--- src/design/smc_pkg.sv ---
// Package with modes, codes, timing constants and carrier structs for the mode controller.
package smc_pkg;

    // Operating modes of the controller.
    typedef enum logic [2:0] {
        MODE_STARTUP,
        MODE_RESTART,
        MODE_NORMAL,
        MODE_STANDBY,
        MODE_SLEEP,
        MODE_FLASH,
        MODE_FAILSAFE
    } mode_t;

    // Watchdog behaviour selected per mode.
    typedef enum logic [1:0] {
        WD_STARTUP,
        WD_WINDOW,
        WD_TIMEOUT,
        WD_OFF
    } wd_mode_t;

    // Reset source codes recorded on each entry to start-up.
    typedef enum logic [3:0] {
        SRC_POWER_ON,
        SRC_WRONG_CODE,
        SRC_WD_TRIGGER,
        SRC_IRQ_IGNORED,
        SRC_FLASH_ENTRY,
        SRC_SLEEP_PENDING,
        SRC_WAKE,
        SRC_WD_OVERFLOW,
        SRC_AUX_OVERLOAD,
        SRC_CURRENT_RISE,
        SRC_EXT_RESET,
        SRC_FAILSAFE_EXIT
    } reset_src_t;

    // Mode-register codes, three bits wide.
    localparam logic [2:0] CODE_INIT_NORMAL = 3'h5;
    localparam logic [2:0] CODE_INIT_FLASH = 3'h3;
    localparam logic [2:0] CODE_FLASH_A = 3'h7;
    localparam logic [2:0] CODE_FLASH_B = 3'h1;
    localparam logic [2:0] CODE_NORMAL = 3'h2;
    localparam logic [2:0] CODE_STANDBY = 3'h4;
    localparam logic [2:0] CODE_SLEEP = 3'h6;
    localparam logic [2:0] CODE_FLASH_SERVE = 3'h7;

    // Required serial clock count of one SPI access.
    localparam logic [4:0] SPI_BITS = 5'h10;

    // Interrupt response time and clock rate.
    localparam int IRQ_RESP_MS = 256;
    localparam int CLK_HZ = 25000000;
    localparam int IRQ_RESP_CYC = IRQ_RESP_MS * (CLK_HZ / 1000);
    localparam int IRQ_CNT_W = 23;

    // Flash entry sequence progress width.
    localparam int FSEQ_W = 2;

    // Decoded mode-register write from the SPI front end.
    typedef struct packed {
        logic wr;
        logic [2:0] code;
        logic code_valid;
        logic [4:0] sck_count;
    } mode_wr_t;

    // Watchdog events reported by the watchdog timer.
    typedef struct packed {
        logic too_early;
        logic too_late;
        logic overflow;
        logic startup_expired;
    } wd_evt_t;

    // Wake sources and supply monitors.
    typedef struct packed {
        logic can_act;
        logic lin_act;
        logic wake_fall;
        logic aux_overload;
        logic aux_active;
        logic mcu_uv;
        logic icc_low;
    } wake_evt_t;

endpackage : smc_pkg

--- src/design/smc_sync.sv ---
// Two-flop synchroniser with falling-edge detect on the second stage.
`timescale 1ns/100ps
`default_nettype none
module smc_sync
    import smc_pkg::*;
(
    input wire logic mclk_i,
    input wire logic rst_i,
    input wire logic ce_i,
    input wire logic d_i,
    output logic q_o,
    output logic fall_o
);
    // Synchroniser and edge state as one struct.
    typedef struct packed {
        logic s1;
        logic s2;
        logic s3;
    } sync_st_t;

    sync_st_t st;
    sync_st_t next_st;

    // Only the second stage feeds the edge detector; the first is never read elsewhere.
    always_comb begin
        next_st = st;
        next_st.s1 = d_i;
        next_st.s2 = st.s1;
        next_st.s3 = st.s2;
    end

    // Reset to high so a line held high does not show a false edge; the echo of the
    // controller's own reset pulse is masked by the controller, not here.
    always_ff @(posedge mclk_i) begin
        if (rst_i) begin
            st <= '1;
        end else if (ce_i) begin
            st <= next_st;
        end
    end

    assign q_o = st.s2;
    assign fall_o = st.s3 & ~st.s2;
endmodule : smc_sync
`default_nettype wire

--- src/design/smc_irq_timer.sv ---
// Interrupt response timer: counts from a raised interrupt until the host reads.
`timescale 1ns/100ps
`default_nettype none
module smc_irq_timer
    import smc_pkg::*;
#(
    parameter int RESP_CYC = IRQ_RESP_CYC
) (
    input wire logic mclk_i,
    input wire logic rst_i,
    input wire logic ce_i,
    input wire logic arm_i,
    input wire logic ack_i,
    input wire logic clear_i,
    output logic expired_o
);
    // Timer state.
    typedef struct packed {
        logic busy;
        logic [IRQ_CNT_W-1:0] cnt;
    } tmr_st_t;

    tmr_st_t st;
    tmr_st_t next_st;

    // An acknowledge stops the count; a fresh interrupt re-arms it.
    always_comb begin
        next_st = st;
        if (clear_i) begin
            next_st = '0;
        end else if (ack_i) begin
            next_st = '0;
        end else if (arm_i && !st.busy) begin
            next_st.busy = 1'b1;
            next_st.cnt = '0;
        end else if (st.busy && st.cnt != IRQ_CNT_W'(RESP_CYC - 1)) begin
            next_st.cnt = st.cnt + 1'b1;
        end
    end

    // Timer register.
    always_ff @(posedge mclk_i) begin
        if (rst_i) begin
            st <= '0;
        end else if (ce_i) begin
            st <= next_st;
        end
    end

    assign expired_o = st.busy && (st.cnt == IRQ_CNT_W'(RESP_CYC - 1));
endmodule : smc_irq_timer
`default_nettype wire

--- src/design/system_mode_controller.sv ---
// Fail-safe system mode controller: mode sequencing, reset, supply and watchdog selection.
`timescale 1ns/100ps
`default_nettype none
module system_mode_controller
    import smc_pkg::*;
#(
    parameter int RESP_CYC = IRQ_RESP_CYC
) (
    input wire logic mclk_i,
    input wire logic rst_i,
    input wire logic ce_i,
    input wire mode_wr_t mode_wr_i,
    input wire wd_evt_t wd_evt_i,
    input wire wake_evt_t wake_evt_i,
    input wire logic host_reset_line_n_i,
    input wire logic int_read_i,
    input wire logic can_mode_set_i,
    input wire logic wd_off_opt_i,
    input wire logic cur_rise_reset_opt_i,
    input wire logic wake_reset_opt_i,
    input wire logic wd_overflow_irq_select_set_i,
    input wire logic wd_enabled_sleep_i,
    input wire logic osc_fail_i,
    output logic host_reset_line_n_o,
    output logic host_reset_line_n_oe_n_o,
    output logic mcu_supply_rail_o,
    output logic external_supply_switch_out_o,
    output logic external_supply_switch_out_oe_n_o,
    output logic can_mode_o,
    output logic irq_o,
    output logic long_reset_o,
    output wd_mode_t wd_mode_o,
    output logic wd_max_period_o,
    output logic wd_overflow_irq_select_o,
    output mode_t mode_o,
    output reset_src_t reset_src_o,
    output logic flash_prepared_o
);
    // Whole controller state in one struct; every output but the two constant pin drive levels comes from one of its fields.
    typedef struct packed {
        mode_t mode;
        reset_src_t src;
        logic long_rst;
        logic rst_drive;
        logic rail;
        logic inh_float;
        logic can_mode;
        logic irq;
        wd_mode_t wd;
        logic wd_max;
        logic wd_overflow_irq_select;
        logic [FSEQ_W-1:0] fseq;
        logic fprep;
        logic [1:0] echo; // Masks the late echo of our own pulse.
    } ctl_st_t;

    ctl_st_t st;
    ctl_st_t next_st;

    logic host_reset_line_n_sync; // Reset line after the synchroniser.
    logic host_reset_line_n_fall; // Falling edge of that line.
    logic irq_expired; // Interrupt response time has run out.
    logic wake_any; // Any bus or local wake event.
    logic tmr_clear; // Timer clears whenever a reset-driving mode is entered.

    // Valid-code, invalid-code and wrong-clock-count writes.
    logic wr_ok;
    logic wr_bad;
    logic spi_bad;

    // The reset pin arrives from the host side, so it is synchronised first.
    smc_sync u_host_reset_line_n_sync (
        .mclk_i(mclk_i),
        .rst_i(rst_i),
        .ce_i(ce_i),
        .d_i(host_reset_line_n_i),
        .q_o(host_reset_line_n_sync),
        .fall_o(host_reset_line_n_fall)
    );

    // Tracks raised interrupts in Normal, Standby and Flash until the host reads them.
    smc_irq_timer #(.RESP_CYC(RESP_CYC)) u_irq_timer (
        .mclk_i(mclk_i),
        .rst_i(rst_i),
        .ce_i(ce_i),
        .arm_i(st.irq),
        .ack_i(int_read_i),
        .clear_i(tmr_clear),
        .expired_o(irq_expired)
    );

    // Decode helpers shared by the mode logic.
    always_comb begin
        wr_ok = mode_wr_i.wr && mode_wr_i.code_valid;
        wr_bad = mode_wr_i.wr && !mode_wr_i.code_valid;
        spi_bad = mode_wr_i.wr && (mode_wr_i.sck_count != SPI_BITS);
        wake_any = wake_evt_i.can_act | wake_evt_i.lin_act | wake_evt_i.wake_fall;
        tmr_clear = st.rst_drive || !(st.mode == MODE_NORMAL || st.mode == MODE_STANDBY
                                      || st.mode == MODE_FLASH);
    end

    // Mode sequencing; each branch chooses the next mode and the outputs that go with it.
    always_comb begin
        next_st = st;
        // Reset driver releases once the pin has had its pulse; pulse length lives outside.
        next_st.echo = st.rst_drive ? '1 : (st.echo == '0 ? '0 : st.echo - 1'b1);
        if (st.rst_drive && (st.mode == MODE_STARTUP || st.mode == MODE_RESTART)) begin
            next_st.rst_drive = 1'b0;
        end
        // Interrupt request is a level until the host reads the interrupt register.
        if (int_read_i) begin
            next_st.irq = 1'b0;
        end
        case (st.mode)
            MODE_STARTUP: begin
                next_st.wd = WD_STARTUP;
                next_st.rail = 1'b1;
                next_st.inh_float = 1'b0;
                if (wr_ok && !spi_bad && mode_wr_i.code == CODE_INIT_NORMAL) begin
                    next_st.mode = MODE_NORMAL;
                    next_st.fprep = 1'b0;
                    next_st.can_mode = 1'b0;
                    next_st.wd = WD_WINDOW;
                    next_st.long_rst = 1'b0;
                end else if (wr_ok && !spi_bad && mode_wr_i.code == CODE_INIT_FLASH
                             && st.fprep) begin
                    next_st.mode = MODE_FLASH;
                    next_st.fprep = 1'b0;
                    next_st.wd = WD_TIMEOUT;
                end else if (spi_bad) begin
                    next_st.mode = MODE_RESTART;
                    next_st.long_rst = 1'b1;
                    next_st.rst_drive = 1'b1;
                end else if (mode_wr_i.wr || wd_evt_i.startup_expired) begin
                    // Any code other than the two init codes is an initialization failure.
                    next_st.mode = MODE_RESTART;
                    next_st.long_rst = 1'b1;
                    next_st.rst_drive = 1'b1;
                end else if (host_reset_line_n_fall && st.echo == '0) begin
                    next_st.mode = MODE_RESTART;
                    next_st.long_rst = 1'b1;
                    next_st.rst_drive = 1'b1;
                end
            end
            MODE_RESTART: begin
                next_st.wd = WD_STARTUP;
                if (wr_ok && !spi_bad && mode_wr_i.code == CODE_INIT_NORMAL) begin
                    next_st.mode = MODE_NORMAL;
                    next_st.can_mode = 1'b0;
                    next_st.wd = WD_WINDOW;
                    next_st.fprep = 1'b0;
                end else if (mode_wr_i.wr || wd_evt_i.startup_expired
                             || (host_reset_line_n_fall && st.echo == '0)
                             || (host_reset_line_n_sync && wake_evt_i.mcu_uv)) begin
                    // A second failure ends in fail-safe, rail off, lowest power.
                    next_st.mode = MODE_FAILSAFE;
                    next_st.rail = 1'b0;
                    next_st.rst_drive = 1'b1;
                    next_st.wd = WD_OFF;
                end
            end
            MODE_NORMAL: begin
                next_st.wd = WD_WINDOW;
                next_st.can_mode = st.can_mode | can_mode_set_i;
                if (wr_ok && mode_wr_i.code == CODE_FLASH_A) begin
                    next_st.fseq = (st.fseq == 2'h2) ? 2'h3 : 2'h1;
                end else if (wr_ok && mode_wr_i.code == CODE_FLASH_B && st.fseq == 2'h1) begin
                    next_st.fseq = 2'h2;
                end else if (mode_wr_i.wr) begin
                    next_st.fseq = '0;
                end
                if (wr_bad) begin
                    next_st.src = SRC_WRONG_CODE;
                end else if (wd_evt_i.too_early || wd_evt_i.too_late) begin
                    next_st.src = SRC_WD_TRIGGER;
                end else if (irq_expired) begin
                    next_st.src = SRC_IRQ_IGNORED;
                end else if (wr_ok && mode_wr_i.code == CODE_FLASH_A && st.fseq == 2'h2) begin
                    next_st.src = SRC_FLASH_ENTRY;
                    next_st.fprep = 1'b1;
                end else if (wr_ok && mode_wr_i.code == CODE_SLEEP && st.irq) begin
                    next_st.src = SRC_SLEEP_PENDING;
                end else if (wr_ok && mode_wr_i.code == CODE_SLEEP) begin
                    next_st.mode = MODE_SLEEP;
                end else if (wr_ok && mode_wr_i.code == CODE_STANDBY) begin
                    next_st.mode = MODE_STANDBY;
                    next_st.can_mode = 1'b0;
                    next_st.wd_max = wd_off_opt_i;
                end else if (!host_reset_line_n_sync) begin
                    next_st.src = SRC_EXT_RESET;
                end
                // A reset source latched above sends the controller to start-up; flash entry and sleep pending do so only when they change the stored source.
                if (next_st.src != st.src || (wr_bad || wd_evt_i.too_early || wd_evt_i.too_late
                    || irq_expired || !host_reset_line_n_sync)) begin
                    if (next_st.mode == MODE_NORMAL) begin
                        next_st.mode = MODE_STARTUP;
                        next_st.rst_drive = 1'b1;
                        next_st.can_mode = 1'b0;
                        next_st.fseq = '0;
                    end
                end
            end
            MODE_STANDBY: begin
                next_st.can_mode = 1'b0;
                // Below the current limit the watchdog may stop when the option is set.
                if (wd_off_opt_i && wake_evt_i.icc_low) begin
                    next_st.wd = WD_OFF;
                end else begin
                    next_st.wd = WD_TIMEOUT;
                end
                if (wd_off_opt_i && st.wd == WD_OFF && !wake_evt_i.icc_low) begin
                    next_st.wd_max = 1'b1;
                end
                // The select bit is set by software and cleared by each overflow; set wins.
                if (wd_overflow_irq_select_set_i) begin
                    next_st.wd_overflow_irq_select = 1'b1;
                end else if (wd_evt_i.overflow) begin
                    next_st.wd_overflow_irq_select = 1'b0;
                end
                if (wr_bad) begin
                    next_st.mode = MODE_STARTUP;
                    next_st.src = SRC_WRONG_CODE;
                end else if (irq_expired) begin
                    next_st.mode = MODE_STARTUP;
                    next_st.src = SRC_IRQ_IGNORED;
                end else if (wd_evt_i.overflow && !st.wd_overflow_irq_select) begin
                    next_st.mode = MODE_STARTUP;
                    next_st.src = SRC_WD_OVERFLOW;
                end else if (wd_evt_i.overflow) begin
                    next_st.irq = 1'b1;
                end else if (wake_any && wake_reset_opt_i) begin
                    next_st.mode = MODE_STARTUP;
                    next_st.src = SRC_WAKE;
                end else if (wake_any) begin
                    next_st.irq = 1'b1;
                end else if (st.wd == WD_OFF && !wake_evt_i.icc_low && cur_rise_reset_opt_i) begin
                    next_st.mode = MODE_STARTUP;
                    next_st.src = SRC_CURRENT_RISE;
                end else if (!host_reset_line_n_sync) begin
                    next_st.mode = MODE_STARTUP;
                    next_st.src = SRC_EXT_RESET;
                end else if (wr_ok && mode_wr_i.code == CODE_NORMAL) begin
                    next_st.mode = MODE_NORMAL;
                    next_st.wd = WD_WINDOW;
                    next_st.wd_max = 1'b0;
                end else if (wr_ok && mode_wr_i.code == CODE_SLEEP) begin
                    next_st.mode = MODE_SLEEP;
                end
                if (next_st.mode == MODE_STARTUP) begin
                    next_st.rst_drive = 1'b1;
                    next_st.wd_max = 1'b0;
                end
            end
            MODE_SLEEP: begin
                // Sleep-entry pins are set after the case; here the exits, which restore rail and switch on leaving.
                next_st.can_mode = 1'b0;
                next_st.wd = wd_enabled_sleep_i ? WD_TIMEOUT : WD_OFF;
                if (wd_evt_i.overflow && wd_enabled_sleep_i) begin
                    next_st.src = SRC_WD_OVERFLOW;
                    next_st.mode = MODE_STARTUP;
                end else if (wake_any) begin
                    next_st.src = SRC_WAKE;
                    next_st.mode = MODE_STARTUP;
                end else if (wake_evt_i.aux_overload && wake_evt_i.aux_active) begin
                    next_st.src = SRC_AUX_OVERLOAD;
                    next_st.mode = MODE_STARTUP;
                end
                if (next_st.mode == MODE_STARTUP) begin
                    next_st.rail = 1'b1;
                    next_st.inh_float = 1'b0;
                end
            end
            MODE_FLASH: begin
                next_st.wd = WD_TIMEOUT;
                if ((mode_wr_i.wr && (!mode_wr_i.code_valid
                     || mode_wr_i.code != CODE_FLASH_SERVE)) || wd_evt_i.overflow
                     || irq_expired) begin
                    next_st.mode = MODE_STARTUP;
                    next_st.rst_drive = 1'b1;
                    next_st.src = wd_evt_i.overflow ? SRC_WD_OVERFLOW
                                : (irq_expired ? SRC_IRQ_IGNORED : SRC_WRONG_CODE);
                end
            end
            MODE_FAILSAFE: begin
                // Leave only on a wake with a healthy oscillator, with the long pulse.
                next_st.wd = WD_OFF;
                if (wake_any && !osc_fail_i) begin
                    next_st.mode = MODE_STARTUP;
                    next_st.src = SRC_FAILSAFE_EXIT;
                    next_st.long_rst = 1'b1;
                    next_st.rail = 1'b1;
                    next_st.rst_drive = 1'b1;
                end
            end
            default: begin
                next_st.mode = MODE_FAILSAFE;
            end
        endcase
        // Sleep pins change on the entering edge.
        if (next_st.mode == MODE_SLEEP) begin
            next_st.rst_drive = 1'b1;
            next_st.rail = 1'b0;
            next_st.inh_float = 1'b1;
        end
        // Oscillator failure overrides every mode.
        if (osc_fail_i) begin
            next_st.mode = MODE_FAILSAFE;
            next_st.rail = 1'b0;
            next_st.rst_drive = 1'b1;
            next_st.wd = WD_OFF;
        end
    end

    // State register; transitions occur only on the oscillator clock edge.
    always_ff @(posedge mclk_i) begin
        if (rst_i) begin
            st <= '0;
            st.mode <= MODE_STARTUP;
            st.src <= SRC_POWER_ON;
            st.long_rst <= 1'b1;
            st.rst_drive <= 1'b1;
            st.rail <= 1'b1;
            st.wd <= WD_STARTUP;
        end else if (ce_i) begin
            st <= next_st;
        end
    end

    // Open-drain reset pin: enable low means the pin is pulled low.
    assign host_reset_line_n_o = 1'b0;
    assign host_reset_line_n_oe_n_o = ~st.rst_drive;
    assign mcu_supply_rail_o = st.rail;
    assign external_supply_switch_out_o = 1'b1;
    assign external_supply_switch_out_oe_n_o = st.inh_float;
    assign can_mode_o = st.can_mode;
    assign irq_o = st.irq;
    assign long_reset_o = st.long_rst;
    assign wd_mode_o = st.wd;
    assign wd_max_period_o = st.wd_max;
    assign wd_overflow_irq_select_o = st.wd_overflow_irq_select;
    assign mode_o = st.mode;
    assign reset_src_o = st.src;
    assign flash_prepared_o = st.fprep;
endmodule : system_mode_controller
`default_nettype wire

--- config.mk ---
export PLATFORM = sky130hd
export DESIGN_NAME = system_mode_controller
export DESIGN_NICKNAME = d
export VERILOG_FILES = /design/src/design/smc_pkg.sv /design/src/design/smc_sync.sv /design/src/design/smc_irq_timer.sv /design/src/design/system_mode_controller.sv
export SDC_FILE = /design/constraint.sdc
export NUM_CORES = 1
export LEC_CHECK = 0
export ABC_AREA = 1
export BUFFER_PORTS_ARGS = -buffer_cell sky130_fd_sc_hd__clkbuf_2
export CAP_MARGIN = 5
export CORE_ASPECT_RATIO = 1.2
export CORE_MARGIN = 2
export CORE_UTILIZATION = 39
export CTS_CLUSTER_DIAMETER = 30
export DETAILED_ROUTE_END_ITERATION = 10
export PLACE_DENSITY = 0.67
export SLEW_MARGIN = 5
export SYNTH_ARGS = -nofsm -noshare
export SYNTH_HDL_FRONTEND = slang
export SYNTH_SLANG_ARGS = --single-unit
--- constraint.sdc ---
create_clock -name mclk_i -period 4.6 [get_ports mclk_i]
set_clock_uncertainty 0.15 [all_clocks]
set_input_delay 0.46 -clock mclk_i [delete_from_list [all_inputs] [get_ports mclk_i]]
set_output_delay 0.46 -clock mclk_i [all_outputs]
set_load 0.01 [all_outputs]
==> results.toml, run 1 <==
[clocking]
htree_levels = 2
clock-sinks = 49
path_clk_slew_ns = 0.07
clock_latency_ns = 0.29
numCtsBuffers = 5
cts-resized-gates = 0
ctsHoldBuffers = 0
cts-root-buf = "clkbuf_16"
post-cts-setup-buffer-count = 0
cts_buffer_depth = 2
cts_tree = "done"

[grt]
grt_pass1_vias = 4048
grt_usage_pct = 22.6
grt_overflow = 0
antenna_found_initial = 0
grt_start_max_net_pins = 22
grt_pass1_wl_um = 19200

[timing]
tightest_slew_ns = 0.643
rsz0062_at_grt = "no"
fin_tns_setup_ns = 0
slew_headroom_pct = 56.9
timing.fmax_mhz = 376
drv_slew = 0
setup_viol = 0
hold_viol = 0
hold_slack_ns = 0.229
fin_crit_ns = 2.66
finalCritPeriodShare_pct = 57.8

[worst_setup_path]
crit_chain = "inv_2 -> nand2_2 -> nand2_2 -> o21ai_2 -> inv_2 -> o211ai_2 -> nand2_2 -> nand2_4 -> inv_6 -> nor2_4 -> nand2_1 -> nand2_1 -> o21a_1 -> a21oi_1"
start_kind = "register"
endpoint_kind = "register"
crit_path_frequent_cell = "nand2_2"
arrival_ns = 2.69
slowest_delay_ns = 0.62
path_max_fanout = 11
critPathKind = "reg2reg"
worstPathRequired_ns = 4.63
slowest_stage = "dfxtp_1"

[detailed_routing]
drt_wl_total_um = 11500
wl_per_cell_um = 15.3
via_per_inst = 5.50
via_count = 4117
drtIter0Drc = 188
drt_first_pass_iters = 5
drtAntennaViolNets = 0
drc = 0

[min_path]
hold_class = "in2reg"

[placed_design]
io_buffers = 50
gp_congestion = 0.950
post-dp-hpwl_um = 9120

[yosys]
synth_top_cells_by_area = "dfxtp_1 (26%), nand2_1 (12%), inv_1 (7.2%)"
yosys-top-cells-count = "nand2_1 (119), inv_1 (73), nor2_1 (64)"
ys_types = 57
ys_ff_latch = 49
synthFlopType = "dfxtp_1"
synth-edff-count = 0
netlist.area_leader.share_pct = 25.9
synth.most_common_cell = "nand2_1"
async_reset_ff_share_pct = 0
netlist_area_um2 = 3790
yosysTopAreaCell = "dfxtp_1"
synthCells = 588
synth_nets = 622
syn_avg_cell_area_um2 = 6.45
ys_seq_area_share_pct = 25.9
yosysWarnings = 0

[final_layout]
synthToLayoutAreaGrowth_pct = 10.8
multi_input_area_um2 = 2340
n_antenna_cell = 0
finalNetCount = 658
fill_cells = 1029
regArea_um2 = 981
layout-drive-gt1-share_pct = 20.2

[floorplanning]
start_util_pct = 39.9
num_io_pins = 53
rows = 39
fp.dieH_um = 112
core_area_um2 = 9520
die_width_um = 94.0
dieArea_um2 = 10500

[power]
ir_drop_v = 0.000133
leakage_uw = 0.00181
powerDensity_nw_per_um2 = 246

[run]
maxCapViolations = 0

[outcome]
status = "complete, no violations"
-- cell usage in the layout (no fill, tap or decap), types with 2 or more instances in the layout --
cell type | synthesis | layout
o211ai_1 | 8 | 8
o2111ai_1 | 3 | 3
o22ai_1 | 3 | 3
a21oi_1 | 49 | 49
clkinv_2 | 1 | 2
clkbuf_16 | 0 | 5
a22oi_1 | 2 | 2
nand2_2 | 12 | 12
inv_6 | 1 | 2
clkbuf_2 | 0 | 50
o221a_2 | 2 | 2
nor2_4 | 11 | 11
dfxtp_1 | 49 | 49
a31oi_1 | 6 | 6
nand3b_4 | 2 | 2
nor2_1 | 64 | 64
nor4_1 | 4 | 4
conb_1 | 2 | 2
o31ai_1 | 4 | 4
nor3_1 | 12 | 12
inv_2 | 8 | 8
inv_1 | 73 | 73
nand2_1 | 119 | 119
a221oi_1 | 3 | 3
o21ai_0 | 25 | 25
clkinv_1 | 2 | 2
nor2_2 | 10 | 10
nand3_2 | 9 | 9
xor2_1 | 2 | 2
nand4_1 | 10 | 10
o21ai_1 | 4 | 4
nand2_4 | 5 | 5
nand3_1 | 40 | 40
-- final cells by class --
type,count,share of cell area [%]
well taps,123,3.66
inverters,86,7.89
flip-flops and latches,49,23.3
clock buffers,6,3.07
multi-input cells,432,55.7
repair buffers,50,5.96
clock inverters,2,0.328
-- worst paths after layout --
| kind | startpoint | endpoint | slack (ns) | cells past startpoint |
|---|---|---|---|---|
| worst max register to register | mode_o[2] | u_irq_timer.st[16] | 1.94 | 14 |
| worst min register to register | st[3] | st[3] | 0.32 | 2 |
| worst min-delay path | host_reset_line_n_i | u_host_reset_line_n_sync.next_st[1] | 0.23 | 3 |
| worst max-delay path | mode_o[2] | u_irq_timer.st[16] | 1.94 | 14 |
-- registers in the layout, summed over array words and instances, names as in the netlist, 2 cells and up --
register,flops
wd_mode_o,2
mode_o,3
reset_src_o,4
st,5
u_irq_timer.st,24
-- where the power goes --
| group | leakage (µW) | internal, µW | switching, µW |
|---|---|---|---|
| Clock | 0.0000712 | 203 | 171 |
| Combinational | 0.00134 | 68.0 | 135 |
| Sequential | 0.000399 | 438 | 18.6 |
-- metrics by stage --
stage | total power [µW] | std cells | util, % | setup WS (ns) | area, µm²
6_report | 1030 | 748 | 44.2 | 1.94 | 4200
3_3_place_gp | 666 | 740 | 42.7 | 1.95 | 4060
4_1_cts | 1040 | 748 | 44.2 | 1.99 | 4200
3_5_place_dp | 666 | 740 | 42.7 | 2.01 | 4060
5_1_grt | 1090 | 748 | 44.2 | 1.73 | 4200
2_1_floorplan | 612 | 588 | - | 2.48 | 3790
-- metal layers --
layer	track usage [%]	vias to the layer above	wire length, µm
met1	26.9	1881	4610
met2	38.8	164	5570
met5	0	-	0
li1	-	2029	-
met4	12.2	0	564
met3	3.09	43	698
-- worst max-delay path, delay by kind of cell (launching register included) --
| family | cells | cell delay, ns |
|---|---|---|
| AOI/OAI and AO/OA | 4 | 0.43 |
| buffers and inverters | 3 | 0.37 |
| DFF | 1 | 0.62 |
| and+or+nand+nor | 7 | 0.95 |
-- cell families after synthesis --
kind of cell               share of synthesized area [%]
AOI/OAI and AO/OA                                   19.6
xor gates and xnor gates                           0.462
adders and majority gates                          0.330
buffers and inverters                               12.4
DFF                                                 25.9
other                                              0.198
and+or+nand+nor                                     41.1
Power figures use the tool's default switching activity.
==> run 2, diff against run 1 <==
==> constraint.sdc (replaced) <==
create_clock -name mclk_i -period 2.72 [get_ports mclk_i]
set_clock_uncertainty 0.15 [all_clocks]
set_input_delay 0.272 -clock mclk_i [delete_from_list [all_inputs] [get_ports mclk_i]]
set_output_delay 0.272 -clock mclk_i [all_outputs]
set_load 0.01 [all_outputs]
==> run 2 against run 1 <==
Net effect: final cell count increased by 0.80%; critical path depth down 1; critical path type unchanged; wire length up 2.9%; largest power group unchanged; setup slack got worse by 1.8 ns; maximum frequency is 4.7% higher.
==> results.toml, run 2 (synthesis gave the netlist of run 1 again) <==
[final_layout]
regArea_um2 = 982
fill_cells = 1012
final_common_cell = "nand2_1"
regMostFlops = "u_irq_timer.st"
finalNetCount = 664
final_cell_mix = "nand2_1 (119), inv_1 (73), nor2_1 (64)"
synthToLayoutAreaGrowth_pct = 12.3
layout-drive-gt1-share_pct = 21.2
largest_reg_flops = 24
multi_input_area_um2 = 2340
design_area_um2 = 4260
n_antenna_cell = 0
final_util_pct = 44.8
instances_no_fill = 754

[detailed_routing]
drc = 0
drtIter0Drc = 197
wl_per_cell_um = 15.6
via_per_inst = 5.49
via_count = 4140
drt_first_pass_iters = 7
drt_wl_total_um = 11800
drtAntennaViolNets = 0

[floorplanning]
num_io_pins = 53
fp.dieH_um = 112
rows = 39
dieArea_um2 = 10500
core_area_um2 = 9520
die_width_um = 94.0
start_util_pct = 39.9

[outcome]
status = "complete, no violations"

[worst_setup_path]
regToRegEndpoint = "u_irq_timer.st[16]"
worstSetupStartpoint = "mode_o[1]"
path_max_fanout = 15
r2r-start = "mode_o[1]"
worstPathRequired_ns = 2.80
start_kind = "register"
critPathKind = "reg2reg"
endpoint_kind = "register"
arrival_ns = 2.62
reg2reg_depth = 13
ff2ff_setup_slack_ns = 0.18

[grt]
use_met1_pct = 26.2
grt_overflow = 0
antenna_found_initial = 0
grt_pass1_vias = 4052
grtUsageMet3_pct = 3.42
grt_start_max_net_pins = 22
grtUsageMet2_pct = 40.0
grt_usage_pct = 23.1
grt_pass1_wl_um = 19100
busiest_layer = "met2"

[run]
maxCapViolations = 0

[power]
powerDensity_nw_per_um2 = 425
leakage_uw = 0.00184
ir_drop_v = 0.000241

[placed_design]
io_buffers = 50
post-dp-hpwl_um = 9400
placedCellCount = 746
placed_area_um2 = 4100
pre_cts_slack_ns = 0.209
gp_congestion = 0.987

[min_path]
hold_class = "in2reg"
whs_endpoint = "u_host_reset_line_n_sync.next_st[1]"
holdCritStartpoint = "host_reset_line_n_i"
hold-path-cell-count = 3

[timing]
fin_crit_ns = 2.54
hold_viol = 0
setup_viol = 0
slew_headroom_pct = 57.9
fin_ws_ns = 0.183
tightest_slew_ns = 0.631
rsz0062_at_grt = "no"
finalCritPeriodShare_pct = 93.3
fin_tns_setup_ns = 0
timing.fmax_mhz = 394
drv_slew = 0

[clocking]
cts_tree = "done"
cts-root-buf = "clkbuf_16"
htree_levels = 2
post-cts-setup-buffer-count = 0
path_clk_slew_ns = 0.08
cts_buffer_depth = 2
numCtsBuffers = 5
clock-sinks = 49
clock_latency_ns = 0.30
-- run 2: cell count changes in the layout (fill, tap and decap cells not counted), sizes merged --
cell and delta:
clkbuf -1, inv +1, buf +6
-- run 2: layout make-up --
type | count | area share, %
Timing Repair Buffer | 56 | 6.93
Clock buffer | 5 | 2.94
Inverter | 86 | 7.78
Sequential cell | 49 | 23.1
Multi-Input combinational cell | 432 | 55.0
Clock inverter | 3 | 0.676
Tap cell | 123 | 3.61
-- run 2: through the flow --
stage / hold WS [ns] / total power, µW
4_1_cts: 0.0352 / 1820
3_3_place_gp: 0.289 / 1140
2_1_floorplan: 0.248 / 1030
3_5_place_dp: 0.301 / 1140
5_1_grt: 0.0611 / 1890
6_report: 0.0371 / 1810
-- run 2: how the worst max path moves through the flow --
stage                         endpoint  slack [ns]  cells past startpoint
floorplan            mcu_supply_rail_o        0.60                     14
global placement    u_irq_timer.st[16]        0.21                     13
detailed placement  u_irq_timer.st[16]        0.21                     13
CTS                 u_irq_timer.st[16]        0.19                     13
global route        u_irq_timer.st[16]        0.01                     13
finish              u_irq_timer.st[16]        0.18                     13
-- run 2: routing by layer --
layer / vias to the layer above / wire length [µm]
met5: - / 0
met3: 43 / 715
met1: 1874 / 4580
li1: 2044 / -
met2: 179 / 5850
met4: 0 / 642
-- run 2: power by group --
part           total (µW)  switching [µW]  leakage, µW  internal (µW)
logic                 360             238      0.00137            122
registers             770            29.2     0.000399            741
clock network         678             325    0.0000763            354
-- run 2: critical path: stages, from the launching register on --
cell and delay, ns:
dfxtp_1 0.53, inv_2 0.17, nor2_2 0.20, nand2_4 0.10, inv_4 0.10, o21ai_2 0.07, inv_2 0.07, o211ai_2 0.10
nand2_2 0.12, inv_2 0.06, nor2_4 0.29, inv_2 0.15, o21a_1 0.22, a21oi_1 0.12
-- run 2: what timing repair did --
item                       4_1_cts  5_1_grt
resized for setup                0        1
setup endpoints to repair        0        1
hold buffers                     0        0
==> run 3, diff against run 2 <==
--- a/config.mk
+++ b/config.mk
@@ -10,10 +10,10 @@
 export CAP_MARGIN = 5
 export CORE_ASPECT_RATIO = 1.2
 export CORE_MARGIN = 2
-export CORE_UTILIZATION = 39
+export CORE_UTILIZATION = 52
 export CTS_CLUSTER_DIAMETER = 30
 export DETAILED_ROUTE_END_ITERATION = 10
-export PLACE_DENSITY = 0.67
+export PLACE_DENSITY = 0.82
 export SLEW_MARGIN = 5
 export SYNTH_ARGS = -nofsm -noshare
 export SYNTH_HDL_FRONTEND = slang
==> run 3 against run 2 <==
Net effect: wire length decreased by 3.1%; sequential power about the same; setup slack improved by 0.080 ns; die area shrank 24%; cell area down 2.4%; maximum frequency up 3.2%; clock power shrank 28%; non-clock buffer count down 1; critical path type unchanged; critical endpoint is now mcu_supply_rail_o; highest routed layer unchanged.
==> results.toml, run 3 (synthesis gave the netlist of run 1 again) <==
[outcome]
status = "complete, no violations"

[grt]
grt_usage_pct = 29.4
grt_overflow = 0
grt_pass1_wl_um = 18400
antenna_found_initial = 0
grt_start_max_net_pins = 22
grt_pass1_vias = 3928

[detailed_routing]
drt_wl_total_um = 11400
drt_first_pass_iters = 5
drc = 0
wl_per_cell_um = 15.9
drtIter0Drc = 427
via_per_inst = 5.82
drtAntennaViolNets = 0
via_count = 4192

[final_layout]
n_antenna_cell = 0
synthToLayoutAreaGrowth_pct = 9.53
multi_input_area_um2 = 2340
final_common_cell = "nand2_1"
regMostFlops = "u_irq_timer.st"
finalNetCount = 663
final_cell_mix = "nand2_1 (119), inv_1 (73), nor2_1 (64)"
regArea_um2 = 983
layout-drive-gt1-share_pct = 21.3
fill_cells = 720
instances_no_fill = 720
largest_reg_flops = 24

[floorplanning]
die_width_um = 82.0
rows = 34
fp.dieH_um = 97.6
core_area_um2 = 7150
num_io_pins = 53
start_util_pct = 53.1
dieArea_um2 = 8000

[timing]
slew_headroom_pct = 62.7
tightest_slew_ns = 0.559
hold_slack_ns = 0.0451
hold_viol = 0
setup_viol = 0
timing.fmax_mhz = 407
fin_crit_ns = 2.46
drv_slew = 0
finalCritPeriodShare_pct = 90.3
fin_tns_setup_ns = 0
rsz0062_at_grt = "no"

[clocking]
clock_latency_ns = 0.32
path_clk_slew_ns = 0.11
numCtsBuffers = 5
clock-sinks = 49
htree_levels = 2
cts-root-buf = "clkbuf_8"
cts_buffer_depth = 2
cts_tree = "done"
ctsHoldBuffers = 0

[worst_setup_path]
path_buf_inv = 1
critPathKind = "reg2reg"
slowest_delay_ns = 0.40
slowest_stage = "dfxtp_1"
crit_chain = "ha_1 -> inv_1 -> nor2_2 -> nand2_2 -> nor2_4 -> nand3_4 -> nand4_4 -> nand3_1 -> nor2_2 -> nand2_4 -> nand2_4 -> nand3_2 -> nand2_1 -> nand2_1 -> nand2_1 -> nand3_2"
arrival_ns = 2.51
path_max_fanout = 8
crit_family = "simple AND/OR/NAND/NOR gates"
worstPathRequired_ns = 2.77
crit_path_frequent_cell = "nand2_1"
start_kind = "register"
endpoint_kind = "register"

[run]
maxCapViolations = 0

[placed_design]
post-dp-hpwl_um = 9080
gp_congestion = 1.02
io_buffers = 50
placedCellCount = 712

[min_path]
hold_class = "in2reg"

[power]
leakage_uw = 0.00181
ir_drop_v = 0.000234
powerDensity_nw_per_um2 = 389
run 3: changes by cell type in the layout (fill, tap and decap cells not counted), sizes merged:
| cell | previous run | this run |
|---|---|---|
| buf | 6 | 5 |
run 3: report_power, final:
group / switching [µW] / total [µW] / internal [µW] / leakage, µW
combinational: 236 / 358 / 121 / 0.00136
clock: 294 / 488 / 193 / 0.0000506
sequential: 30.0 / 772 / 742 / 0.000399
total: 560 / 1620 / 1060 / 0.00181
run 3: timing repair:
action | in CTS | in global routing
endpoints found under the setup margin | 0 | 3
setup buffers | 0 | 0
gates resized for setup | 0 | 2
run 3: worst min-delay path, cell delays in order:
cell	delay (ns)
clkbuf_2	0.08
nand2_1	0.05
a21oi_1	0.06
run 3: cell type report:
cell class	count	area share, %
clock buffers	5	1.66
clock inverters	3	0.693
inverters	86	7.98
multi-input cells	432	56.4
flip-flops and latches	49	23.7
well taps	90	2.71
repair buffers	55	6.93
run 3: worst paths after layout:
| kind | startpoint | endpoint | slack, ns | cells after the start |
|---|---|---|---|---|
| worst min register to register | st[3] | st[3] | 0.33 | 2 |
| worst max-delay path | u_irq_timer.st[0] | mcu_supply_rail_o | 0.26 | 16 |
| worst min-delay path | wd_overflow_irq_select_set_i | wd_overflow_irq_select_o | 0.05 | 3 |
| worst max register to register | u_irq_timer.st[0] | mcu_supply_rail_o | 0.26 | 16 |
run 3: per-layer routing:
| metal | part of all wire [%] | global-route usage (%) |
|---|---|---|
| met5 | 0 | 0 |
| met4 | 5.6 | 15.6 |
| met3 | 6.0 | 3.35 |
| met2 | 50 | 50.8 |
| met1 | 39 | 34.3 |
run 3: stage by stage:
step	setup slack (ns)	util [%]	power [µW]	area (µm²)
floorplan	0.600	-	1030	3790
global placement	0.264	56.7	1130	4060
detailed placement	0.225	56.7	1140	4060
CTS	0.208	58.1	1620	4150
global route	0.0741	58.1	1690	4160
finish	0.263	58.1	1620	4160
